`src/verilog/hvpa_pkg.sv`:
```
package hvpa_pkg;

  // Register byte addresses
  localparam logic [11:0] HVPA_ADDR_STATUS    = 12'h000;
  localparam logic [11:0] HVPA_ADDR_DELAY     = 12'h004;
  localparam logic [11:0] HVPA_ADDR_ACTION    = 12'h008;
  localparam logic [11:0] HVPA_ADDR_THRESHOLD = 12'h00C;
  localparam logic [11:0] HVPA_ADDR_PV        = 12'h010;
  localparam logic [11:0] HVPA_ADDR_EVENTS    = 12'h014;
  localparam logic [11:0] HVPA_ADDR_STATE     = 12'h018;

  // Status word bit positions
  localparam int HVPA_SB_FIRE    = 0;
  localparam int HVPA_SB_BYPASS  = 1;
  localparam int HVPA_SB_SHORTCY = 2;
  localparam int HVPA_SB_DRYPUMP = 3;
  localparam int HVPA_SB_BELT    = 4;
  localparam int HVPA_SB_FILTER  = 5;
  localparam int HVPA_SB_MAINMAN = 6;
  localparam int HVPA_SB_SLEEP   = 7;
  localparam int HVPA_SB_EXTMAN  = 8;
  localparam int HVPA_SB_USED    = 9;

  // Event register bit positions
  localparam int HVPA_EB_ALARM = 0;
  localparam int HVPA_EB_FAULT = 1;
  localparam int HVPA_EB_FIRE  = 2;

  // Reset values and delay limit
  localparam logic [15:0] HVPA_DELAY_RST     = 16'h01F4;  // 5.00 s in 10 ms units
  localparam logic [15:0] HVPA_DELAY_MAX     = 16'hFDE8;  // 650.00 s
  localparam logic [1:0]  HVPA_ACTION_RST    = 2'h0;
  localparam logic [15:0] HVPA_THRESHOLD_RST = 16'h0384;  // 900

  // Alarm action codes
  localparam logic [1:0] HVPA_ACT_OFF   = 2'h0;
  localparam logic [1:0] HVPA_ACT_ALARM = 2'h1;
  localparam logic [1:0] HVPA_ACT_FAULT = 2'h2;

  // Timing: delay register counts ticks of 10 ms
  localparam int HVPA_CLK_HZ      = 20000000;
  localparam int HVPA_TICK_MS     = 10;
  localparam int HVPA_TICK_CYCLES = HVPA_CLK_HZ / 1000 * HVPA_TICK_MS;

  // Drive state indicator codes
  typedef enum logic [1:0]
  {
    HVPA_ST_RUN   = 2'b00,
    HVPA_ST_FIRE  = 2'b01,
    HVPA_ST_FAULT = 2'b10
  } hvpa_state_t;

  typedef struct packed
  {
    logic ext_manual;
    logic sleep;
    logic main_manual;
    logic filter;
    logic belt;
    logic dry_pump;
    logic short_cycle;
    logic bypass;
  } hvpa_flags_t;

endpackage : hvpa_pkg

```
`src/verilog/hvpa_top.sv`:
```
// Operation
// Raise high alarm after PV high persists for programmed delay, default 5.00 s.
// Delay of zero disables high detection, alarm and fault.
// Action 2 also raises high fault once motor has stopped.
// Status bit 0 shows fire mode.
// Status bit 1 shows bypass mode.
// Status bit 2 shows short-cycle protection active.
// Status bit 3 shows dry pump detected.
// Status bit 4 shows broken belt detected.
// Status bit 5 shows filter maintenance alarm.
// Status bit 6 high when main controller is manual.
// Status bit 7 shows sleep mode.
// Status bit 8 high when external controller is manual.
// Fire mode is requested by holding assigned digital input low.
// Entering fire mode raises fire alarm and updates state indicator.
// Fire mode suppresses internally generated faults.
// Action 0 disables alarms, 1 alarms only, 2 alarms then fault.
// PV is high when above threshold, default 900.
// Persistence timer restarts when PV falls to or below threshold.
// Status bits 9 to 15 read zero; status writes ignored.
`timescale 1ns/100ps
module hvpa_top
  import hvpa_pkg::*;
#(
  parameter int TICK_CYCLES = HVPA_TICK_CYCLES  // Clock cycles per 10 ms delay step
)
(
  input  wire logic        clk,                   // System clock, 20 MHz
  input  wire logic        rst_n,                 // Synchronous reset, active low
  input  wire logic        hsel,                  // AHB slave select
  input  wire logic [31:0] haddr,                 // AHB address
  input  wire logic [1:0]  htrans,                // AHB transfer type
  input  wire logic        hwrite,                // AHB write
  input  wire logic [2:0]  hsize,                 // AHB size
  input  wire logic [31:0] hwdata,                // AHB write data
  input  wire logic        hready,                // AHB bus ready
  output logic      [31:0] hrdata,                // AHB read data
  output logic             hreadyout,             // AHB slave ready
  output logic             hresp,                 // AHB response, always OKAY
  input  wire logic [15:0] pv_value,              // Signed process variable
  input  wire logic        motor_stopped,         // Motor no longer spinning
  input  wire logic        assigned_digital_input,// Fire input pin, low requests
  input  wire hvpa_flags_t hvac_flags,            // Other HVAC function flags
  output logic             pv_high_alarm,         // High level alarm
  output logic             pv_high_fault,         // High level fault
  output logic             fire_entry_alarm,      // Fire mode alarm
  output hvpa_state_t      drive_state_indicator, // Operating state
  output logic      [15:0] hvac_status_word       // HVAC status word
);

  logic        fire_meta_q;
  logic        fire_sync_q;
  logic        fire_mode_q;
  logic [15:0] delay_q;
  logic [1:0]  action_q;
  logic [15:0] threshold_q;
  logic [31:0] tick_cnt_q;
  logic [15:0] hold_cnt_q;
  logic        pv_high;
  logic        det_en;
  logic        expired;
  logic        wr_pend_q;
  logic        rd_pend_q;
  logic [11:0] addr_q;
  logic        addr_ok;
  logic [31:0] rdata_d;

  // Packs the flags into the status word; reserved bits stay zero
  function automatic logic [15:0] hvpa_pack(input hvpa_flags_t f, input logic fire);
    logic [15:0] w;
    w                  = 16'h0000;
    w[HVPA_SB_FIRE]    = fire;
    w[HVPA_SB_BYPASS]  = f.bypass;
    w[HVPA_SB_SHORTCY] = f.short_cycle;
    w[HVPA_SB_DRYPUMP] = f.dry_pump;
    w[HVPA_SB_BELT]    = f.belt;
    w[HVPA_SB_FILTER]  = f.filter;
    w[HVPA_SB_MAINMAN] = f.main_manual;
    w[HVPA_SB_SLEEP]   = f.sleep;
    w[HVPA_SB_EXTMAN]  = f.ext_manual;
    return w;
  endfunction : hvpa_pack

  // Fire input synchroniser and mode
  always_ff @(posedge clk)
  begin
    if (!rst_n)
    begin
      fire_meta_q <= 1'b1;
      fire_sync_q <= 1'b1;
      fire_mode_q <= 1'b0;
    end
    else
    begin
      fire_meta_q <= assigned_digital_input;
      fire_sync_q <= fire_meta_q;
      fire_mode_q <= !fire_sync_q;
    end
  end

  // Fire outranks fault in the state indicator
  always_ff @(posedge clk)
  begin
    if (!rst_n)
    begin
      fire_entry_alarm      <= 1'b0;
      drive_state_indicator <= HVPA_ST_RUN;
    end
    else
    begin
      fire_entry_alarm <= fire_mode_q;
      if (fire_mode_q)
        drive_state_indicator <= HVPA_ST_FIRE;
      else if (pv_high_fault)
        drive_state_indicator <= HVPA_ST_FAULT;
      else
        drive_state_indicator <= HVPA_ST_RUN;
    end
  end

  // Detection needs a nonzero delay and an enabled action
  assign pv_high = $signed(pv_value) > $signed(threshold_q);
  assign det_en  = (delay_q != 16'h0000) && (action_q != HVPA_ACT_OFF);
  assign expired = hold_cnt_q >= delay_q;

  // Persistence timer in 10 ms ticks
  always_ff @(posedge clk)
  begin
    if (!rst_n)
    begin
      tick_cnt_q <= 32'h0000_0000;
      hold_cnt_q <= 16'h0000;
    end
    else if (!pv_high || !det_en)
    begin
      tick_cnt_q <= 32'h0000_0000;
      hold_cnt_q <= 16'h0000;
    end
    else if (!expired)
    begin
      if (tick_cnt_q == 32'(TICK_CYCLES - 1))
      begin
        tick_cnt_q <= 32'h0000_0000;
        hold_cnt_q <= hold_cnt_q + 16'h0001;
      end
      else
        tick_cnt_q <= tick_cnt_q + 32'h0000_0001;
    end
  end

  // Alarm follows condition; fault latches until condition clears
  always_ff @(posedge clk)
  begin
    if (!rst_n)
    begin
      pv_high_alarm <= 1'b0;
      pv_high_fault <= 1'b0;
    end
    else
    begin
      pv_high_alarm <= det_en && pv_high && expired;
      if (!det_en || action_q != HVPA_ACT_FAULT || fire_mode_q)
        pv_high_fault <= 1'b0;
      else if (pv_high_alarm && motor_stopped)
        pv_high_fault <= 1'b1;
      else if (!pv_high_alarm)
        pv_high_fault <= 1'b0;
    end
  end

  // Status word is rebuilt from live flags every cycle
  always_ff @(posedge clk)
  begin
    if (!rst_n)
      hvac_status_word <= 16'h0000;
    else
      hvac_status_word <= hvpa_pack(hvac_flags, fire_mode_q);
  end

  // AHB-Lite slave: zero wait states
  always_ff @(posedge clk)
  begin
    if (!rst_n)
    begin
      wr_pend_q <= 1'b0;
      rd_pend_q <= 1'b0;
      addr_q    <= 12'h000;
    end
    else if (hready)
    begin
      wr_pend_q <= hsel && htrans[1] && hwrite && addr_ok;
      rd_pend_q <= hsel && htrans[1] && !hwrite;
      addr_q    <= haddr[11:0];
    end
  end

  // Upper address bits must be zero for a register hit
  assign addr_ok = haddr[31:12] == 20'h0_0000;

  // Writes land at the end of the data phase
  always_ff @(posedge clk)
  begin
    if (!rst_n)
    begin
      delay_q     <= HVPA_DELAY_RST;
      action_q    <= HVPA_ACTION_RST;
      threshold_q <= HVPA_THRESHOLD_RST;
    end
    else if (wr_pend_q)
    begin
      unique case (addr_q)
        HVPA_ADDR_DELAY:
          delay_q <= (hwdata[15:0] > HVPA_DELAY_MAX) ? HVPA_DELAY_MAX : hwdata[15:0];
        HVPA_ADDR_ACTION:
          if (hwdata[1:0] != 2'h3)
            action_q <= hwdata[1:0];
        HVPA_ADDR_THRESHOLD:
          threshold_q <= hwdata[15:0];
        default:
          ;
      endcase
    end
  end

  // Read data is chosen in the address phase so it stands in the data phase
  always_comb
  begin
    rdata_d = 32'h0000_0000;
    if (addr_ok)
    begin
      unique case (haddr[11:0])
        HVPA_ADDR_STATUS:    rdata_d = {16'h0000, hvac_status_word};
        HVPA_ADDR_DELAY:     rdata_d = {16'h0000, delay_q};
        HVPA_ADDR_ACTION:    rdata_d = {30'h0000_0000, action_q};
        HVPA_ADDR_THRESHOLD: rdata_d = {16'h0000, threshold_q};
        HVPA_ADDR_PV:        rdata_d = {16'h0000, pv_value};
        HVPA_ADDR_EVENTS:    rdata_d = {29'h0000_0000, fire_entry_alarm, pv_high_fault, pv_high_alarm};
        HVPA_ADDR_STATE:     rdata_d = {30'h0000_0000, drive_state_indicator};
        default:             rdata_d = 32'h0000_0000;
      endcase
    end
  end

  // Always ready, always OKAY
  always_ff @(posedge clk)
  begin
    if (!rst_n)
    begin
      hrdata    <= 32'h0000_0000;
      hreadyout <= 1'b1;
      hresp     <= 1'b0;
    end
    else
    begin
      hreadyout <= 1'b1;
      hresp     <= 1'b0;
      if (hready && hsel && htrans[1] && !hwrite)
        hrdata <= rdata_d;
    end
  end

  // Bus and rule checks
  AST_STATUS_HIGH_ZERO: assert property (@(posedge clk) disable iff (!rst_n)
    hvac_status_word[15:HVPA_SB_USED] == 7'h00) else $error("reserved status bits set");

  AST_FIRE_BIT: assert property (@(posedge clk) disable iff (!rst_n)
    $fell(fire_sync_q) |=> ##1 hvac_status_word[HVPA_SB_FIRE]) else $error("fire bit not set");

  AST_FIRE_REQ: assert property (@(posedge clk) disable iff (!rst_n)
    !fire_sync_q |=> fire_mode_q) else $error("low input did not request fire");

  AST_FIRE_STATE: assert property (@(posedge clk) disable iff (!rst_n)
    fire_mode_q |=> fire_entry_alarm && drive_state_indicator == HVPA_ST_FIRE)
    else $error("fire entry not indicated");

  AST_FIRE_NO_FAULT: assert property (@(posedge clk) disable iff (!rst_n)
    fire_mode_q |=> !pv_high_fault) else $error("fault during fire mode");

  AST_ZERO_DELAY: assert property (@(posedge clk) disable iff (!rst_n)
    delay_q == 16'h0000 |=> !pv_high_alarm) else $error("alarm with zero delay");

  AST_RESTART: assert property (@(posedge clk) disable iff (!rst_n)
    !pv_high |=> hold_cnt_q == 16'h0000 && !pv_high_alarm) else $error("timer not restarted");

  AST_ALARM_TIMING: assert property (@(posedge clk) disable iff (!rst_n)
    $rose(pv_high_alarm) |-> $past(hold_cnt_q) >= delay_q) else $error("alarm too early");

  AST_FAULT_CAUSE: assert property (@(posedge clk) disable iff (!rst_n)
    $rose(pv_high_fault) |-> $past(motor_stopped) && action_q == HVPA_ACT_FAULT)
    else $error("fault without stop or action 2");

  AST_ACTION_ONE: assert property (@(posedge clk) disable iff (!rst_n)
    action_q == HVPA_ACT_ALARM |=> !pv_high_fault) else $error("fault with action 1");

  AST_STATUS_FLAGS: assert property (@(posedge clk) disable iff (!rst_n)
    rst_n |=> hvac_status_word[HVPA_SB_EXTMAN:HVPA_SB_BYPASS] == $past(hvac_flags))
    else $error("status flags do not follow inputs");

  AST_FIRE_BIT_LOW: assert property (@(posedge clk) disable iff (!rst_n)
    fire_sync_q |=> ##1 !hvac_status_word[HVPA_SB_FIRE])
    else $error("fire bit set outside fire mode");

  AST_FIRE_EXIT: assert property (@(posedge clk) disable iff (!rst_n)
    !fire_mode_q |=> !fire_entry_alarm && drive_state_indicator != HVPA_ST_FIRE)
    else $error("fire shown outside fire mode");

  AST_ACTION_OFF: assert property (@(posedge clk) disable iff (!rst_n)
    action_q == HVPA_ACT_OFF |=> !pv_high_alarm && !pv_high_fault)
    else $error("alarm or fault with action 0");

  AST_ALARM_NEEDS_HIGH: assert property (@(posedge clk) disable iff (!rst_n)
    pv_high_alarm |-> $past(pv_high))
    else $error("alarm without high level");

  AST_FAULT_NEEDS_STOP: assert property (@(posedge clk) disable iff (!rst_n)
    !motor_stopped && !pv_high_fault |=> !pv_high_fault)
    else $error("fault raised while motor spins");

  AST_STATE_FAULT: assert property (@(posedge clk) disable iff (!rst_n)
    pv_high_fault && !fire_mode_q |=> drive_state_indicator == HVPA_ST_FAULT)
    else $error("fault not shown in state");

  AST_ZERO_DELAY_FAULT: assert property (@(posedge clk) disable iff (!rst_n)
    delay_q == 16'h0000 |=> !pv_high_fault)
    else $error("fault with zero delay");

  AST_DELAY_RANGE: assert property (@(posedge clk) disable iff (!rst_n)
    delay_q <= HVPA_DELAY_MAX)
    else $error("delay above range");

  AST_TICK_BOUND: assert property (@(posedge clk) disable iff (!rst_n)
    tick_cnt_q < 32'(TICK_CYCLES))
    else $error("tick counter out of range");

  AST_STATUS_WR_IGNORED: assert property (@(posedge clk) disable iff (!rst_n)
    wr_pend_q && addr_q == HVPA_ADDR_STATUS |=> $stable(delay_q) && $stable(action_q) && $stable(threshold_q))
    else $error("status write changed a register");

  AST_READ_OKAY: assert property (@(posedge clk) disable iff (!rst_n)
    rd_pend_q |-> hreadyout && !hresp)
    else $error("read data phase not ready or not okay");

endmodule : hvpa_top

```
`config.mk`:
```
export PLATFORM = sky130hd
export DESIGN_NAME = hvpa_top
export DESIGN_NICKNAME = d
export VERILOG_FILES = /design/src/verilog/hvpa_pkg.sv /design/src/verilog/hvpa_top.sv
export SDC_FILE = /design/constraint.sdc
export NUM_CORES = 1
export LEC_CHECK = 0
export BUFFER_PORTS_ARGS = -buffer_cell sky130_fd_sc_hd__buf_2
export CAP_MARGIN = 30
export CORE_UTILIZATION = 54
export DETAILED_ROUTE_END_ITERATION = 12
export GPL_TIMING_DRIVEN = 0
export PLACE_DENSITY = 0.83
export SLEW_MARGIN = 10
export SYNTH_ARGS = -nofsm -noshare
export SYNTH_HDL_FRONTEND = slang
export SYNTH_SLANG_ARGS = --single-unit
```
`constraint.sdc`:
```
create_clock -name clk -period 3.45 [get_ports clk]
set_clock_uncertainty 0.15 [all_clocks]
set_input_delay 0.5175 -clock clk [delete_from_list [all_inputs] [get_ports clk]]
set_output_delay 0.5175 -clock clk [all_outputs]
set_load 0.02 [all_outputs]
```
**Word level (Yosys, flattened, before mapping)**

Cells that the tools add are included.

- Input port bits: 100
- Bits in registers: 151
- Logic and storage cells: 74
- Output and inout bits: 55

- Add/sub/neg operators: 2
- Bitwise operators: 2
- Order comparisons: 3
- Reductions and logical operators: 28
- Equal/unequal tests: 13
- Multiplexer cells: 8

Operators by type and width:

| cell | number |
|---|---|
| $pmux W16 S7 | 1 |
| $eq A12 B4 Y1 const B | 4 |
| $eq A12 B5 Y1 const B | 3 |
| $add A32 B1 Y32 const B | 1 |
| $eq A32 B18 Y1 const B | 1 |
| $mux W16 | 2 |
| $mux W32 | 1 |
| $eq A12 B3 Y1 const B | 2 |
| $logic_not A20 Y1 | 1 |
| $add A16 B1 Y16 const B | 1 |
| $ge A16 B16 Y1 | 1 |
| $gt A16 B16 Y1 | 1 |
| $gt A16 B16 Y1 const B | 1 |
| $reduce_bool A16 Y1 | 1 |
| $logic_not A12 Y1 | 1 |
| $logic_and A1 B1 Y1 | 10 |
| $reduce_and A2 Y1 | 3 |
| $reduce_or A2 Y1 | 3 |
| $logic_not A1 Y1 | 4 |
| $ne A2 B2 Y1 const B | 2 |
| $logic_or A1 B1 Y1 | 3 |
| $mux W1 | 3 |
| $reduce_and A3 Y1 | 1 |
| $mux W2 | 1 |
| 3 further kinds | 4 |

**Logic depth before layout (Yosys ltp)**

- Depth in word-level cells: 6
- Gate-level depth with buffers: 11
- Gate-level depth less buffers: 8

**Worst setup path after synthesis**

No wires, ideal clock.

- Path kind: register to register
- Start point: reg delay_q[13]
- End point: reg hold_cnt_q[14]
- Data arrival time: 2,600 ps
- Path slack: 630 ps
- Period minus slack after synthesis: 2,820 ps
- Required time: 3,230 ps
- Cell stages (with the launch flop): 10
- Library setup time: 70 ps
- Path buffers: 1
- Path through: dfxtp_1 -> inv_1 -> ha_1 -> a21o_1 -> a21o_1 -> a2111oi_4 -> nand4_2 -> buf_2 -> or4_1 -> a21oi_1

- Word-level cells in the longest chain between the ends: 5
- Elaborated cells on any way between the ends: 8
- Classes of those cells: order compare: 1; bitwise: 1; reduce/logical: 6

RTL lines:

| item | RTL line | text |
|---|---|---|
| start, declared | hvpa_top.sv:54 | `logic [15:0] delay_q;` |
| start signal, assigned | hvpa_top.sv:213 | `delay_q <= (hwdata[15:0] > HVPA_DELAY_MAX) ? HVPA_DELAY_MAX : hwdata[15:0];` |
| branches (longest 5 deep; another with $ge A16 B16 Y1) | - |  |
| end signal, assigned | hvpa_top.sv:144 | `hold_cnt_q <= hold_cnt_q + 16'h0001;` |
| end, declared | hvpa_top.sv:58 | `logic [15:0] hold_cnt_q;` |

Several ways; the timed one is not identified.
A chain may end at the register's enable or synchronous reset.

**Worst setup path after layout**

- Start point: reg delay_q[13]
- End point: reg hold_cnt_q[15]

Same word-level chain as after synthesis.

==> reports/qor.yml <==
yosys_warnings: 0
hp-class: "in2reg"
viasPerCell: 5.83
fin_crit_ns: 3.27
max_cap_viol_count: 0
grt_max_degree: 17
regArea_um2: 2520
wire_per_inst_um: 16.2
fin_crit_sh: 0.948
drt_pre_antenna_iters: 12
clk_latency_ns: 0.43
io_buffers: 107
drc: 1
drt-total-wl_mm: 17.5
cts_max_level: 4
synth_seq_cells: 126
synth-edff-count: 0
num_rows: 40
crit_type: "reg2reg"
seqPwrFrac: 0.449
synth_cell_type_count: 54
grt_pass1_wl_mm: 28.7
violations: "DRC"
p_comb_frac: 0.064
ant_nets: 0
power.share.clock: 0.487
cp_data_arrival_time_ns: 3.47
num-nets-final: 1056
dpl.hpwl_mm: 12.8
avgSynthCellArea_um2: 8.60
syn_inst: 770
final_common_cell: "dfxtp_1"
synth_top_area_cell: "dfxtp_1"
outcome: "complete, but fails checks"
power_density_nw_per_um2: 413
start_kind: "register"
vdd_drop_max_v: 0.000299
grt_setup_unrepaired: "no"
synthFlopType: "dfxtp_1"
hold_viol_final: 0
worstMarginPinSlew_ns: 0.778
numCtsBuffers: 17
cts_tree: "yes"
coreArea_um2: 12000
grt-ovfl-total: 0
clock_path_buffers: 2
die_h_um: 113
p_int_mw: 2.55
critPathCaptureType: "register"
slew_headroom: 0.481
power_leakage_nw: 3.17
ios: 155
path_clk_slew_ns: 0.05
grt_pass1_vias: 5922
worstPathRequired_ns: 3.65
layout_common_cells: "126 x dfxtp_1, 114 x buf_2, 65 x nand2_1, 57 x a21oi_1, 41 x inv_1"
netlist_area_um2: 6620
ys_async_sr_fraction: 0
drv_slew: 0
fmax_ghz: 0.306
drt_iter0_drc: 619
yosysTopAreaCellShare: 0.381
grt_util_all_layers: 0.286
setup_violations: 0
rr_worst_depth: 9
swShare: 0.228
dieArea_um2: 12700
ctsRootBufferMaster: "clkbuf_16"
multi_input_area_um2: 3660
antenna_found_initial: 1
crit_path_max_fanout: 10
vias: 6308
drive_gt1_frac: 0.197
synth_area_leaders: "dfxtp_1 38%, ha_1 6.4%, a21oi_1 4.3%"
ys_seq_area_frac: 0.381
clkSinkCount: 126
start_util: 0.553
die_w_um: 113
whs_path_depth: 2
synthToLayoutAreaGrowth_pct: 20.7
finalPower_mw: 3.29
setup_tns_ns: 0
n_fill_cell: 1006
gp_congestion: 0.903
p_sw_mw: 0.750
## cell usage after synthesis, types with 3 or more instances
| master | number |
|---|---|
| nor2_1 | 18 |
| o22ai_1 | 5 |
| o211ai_1 | 8 |
| nand4_1 | 27 |
| nor2b_1 | 31 |
| nor4_1 | 19 |
| dfxtp_1 | 126 |
| xor2_1 | 5 |
| a21o_1 | 12 |
| a222oi_1 | 14 |
| a22oi_1 | 3 |
| nand2b_1 | 5 |
| a21oi_1 | 57 |
| and4_1 | 4 |
| nor4b_1 | 3 |
| inv_1 | 41 |
| and3_1 | 10 |
| nor3_1 | 13 |
| buf_2 | 9 |
| o21ai_0 | 30 |
| nand3_1 | 19 |
| o221a_2 | 3 |
| ha_1 | 34 |
| mux2i_1 | 27 |
| or4_1 | 22 |
| or3_1 | 24 |
| buf_4 | 28 |
| o21ai_1 | 6 |
| clkbuf_1 | 31 |
| and2_1 | 12 |
| o31ai_1 | 22 |
| a21boi_0 | 7 |
| nand3b_1 | 3 |
| a31oi_1 | 3 |
| nand2_1 | 65 |
## power groups by stage
stage | Combinational [mW] | Sequential, mW | Clock (mW)
after floorplan | 0.115 | 1.51 | 0
final | 0.210 | 1.48 | 1.61
after global placement | 0.201 | 1.51 | 0
after global routing | 0.227 | 1.48 | 1.69
after detailed placement | 0.205 | 1.51 | 0
after CTS | 0.206 | 1.48 | 1.62
## sequential cells by signal (all words and copies together) (netlist names), 2 cells and up
| name | cells |
|---|---|
| action_q | 2 |
| addr_q | 12 |
| delay_q | 16 |
| hold_cnt_q | 16 |
| hrdata | 16 |
| hvac_status_word | 9 |
| threshold_q | 16 |
| tick_cnt_q | 32 |
## metal layers
| layer | global-route usage | part of all wire | up-vias |
|---|---|---|---|
| li1 | - | - | 3106 |
| met1 | 0.364 | 0.44 | 2939 |
| met2 | 0.466 | 0.48 | 228 |
| met3 | 0.0611 | 0.066 | 35 |
| met4 | 0.128 | 0.023 | 0 |
| met5 | 0 | 0 | - |
## timing repair
action / CTS / global route
buffers inserted: 0 / 2
hold buffers: 0 / 0
resized for setup: 0 / 3
setup endpoints to repair: 0 / 11
## stage by stage
stage	hold slack (ns)	area, µm²	utilization	std cells	setup WS, ns
floorplan	0.217	6710	-	793	0.630
global placement	0.220	7430	0.621	1047	0.203
detailed placement	0.226	7430	0.621	1047	0.173
CTS	0.120	7960	0.665	1078	0.143
global route	0.130	7990	0.668	1082	0.00469
finish	0.122	7990	0.668	1082	0.180
## worst max-delay path, cell delays in order, from the launching register on
cell and delay, ns:
dfxtp_1 0.40, inv_1 0.06, ha_1 0.30, a21o_1 0.18
a21o_1 0.19, a2111oi_4 0.59, nand4_2 0.34, clkbuf_4 0.29
or4_1 0.51, a21oi_1 0.17
## cell type report
class                           instances  area share
Timing Repair Buffer                  110      0.0695
Clock buffer                           24      0.0616
Sequential cell                       126       0.316
Clock inverter                          7     0.00470
Tap cell                              147      0.0230
Buffer                                 69      0.0476
Multi-Input combinational cell        557       0.458
Inverter                               41      0.0193
Antenna cell                            1    0.000313
## cells by family after synthesis
kind of cell / synth area share
compound gates: 0.177
flops: 0.381
buf+inv: 0.0799
mux: 0.0459
other cells: 0.00113
xor+xnor: 0.00794
fa+ha+maj: 0.0643
simple gates: 0.242
## final timing paths
check | startpoint | endpoint | slack, ns
setup / recovery | delay_q[13]$_SDFFE_PN0P_ | hold_cnt_q[15]$_SDFFE_PP0P_ | 0.18
hold / removal | assigned_digital_input | fire_meta_q$_SDFF_PN1_ | 0.12
setup reg to reg | delay_q[13]$_SDFFE_PN0P_ | hold_cnt_q[15]$_SDFFE_PP0P_ | 0.18
hold reg to reg | fire_sync_q$_SDFF_PN1_ | fire_mode_q$_SDFF_PN0_ | 0.23
Note: power is estimated with default switching activity, not from simulation.
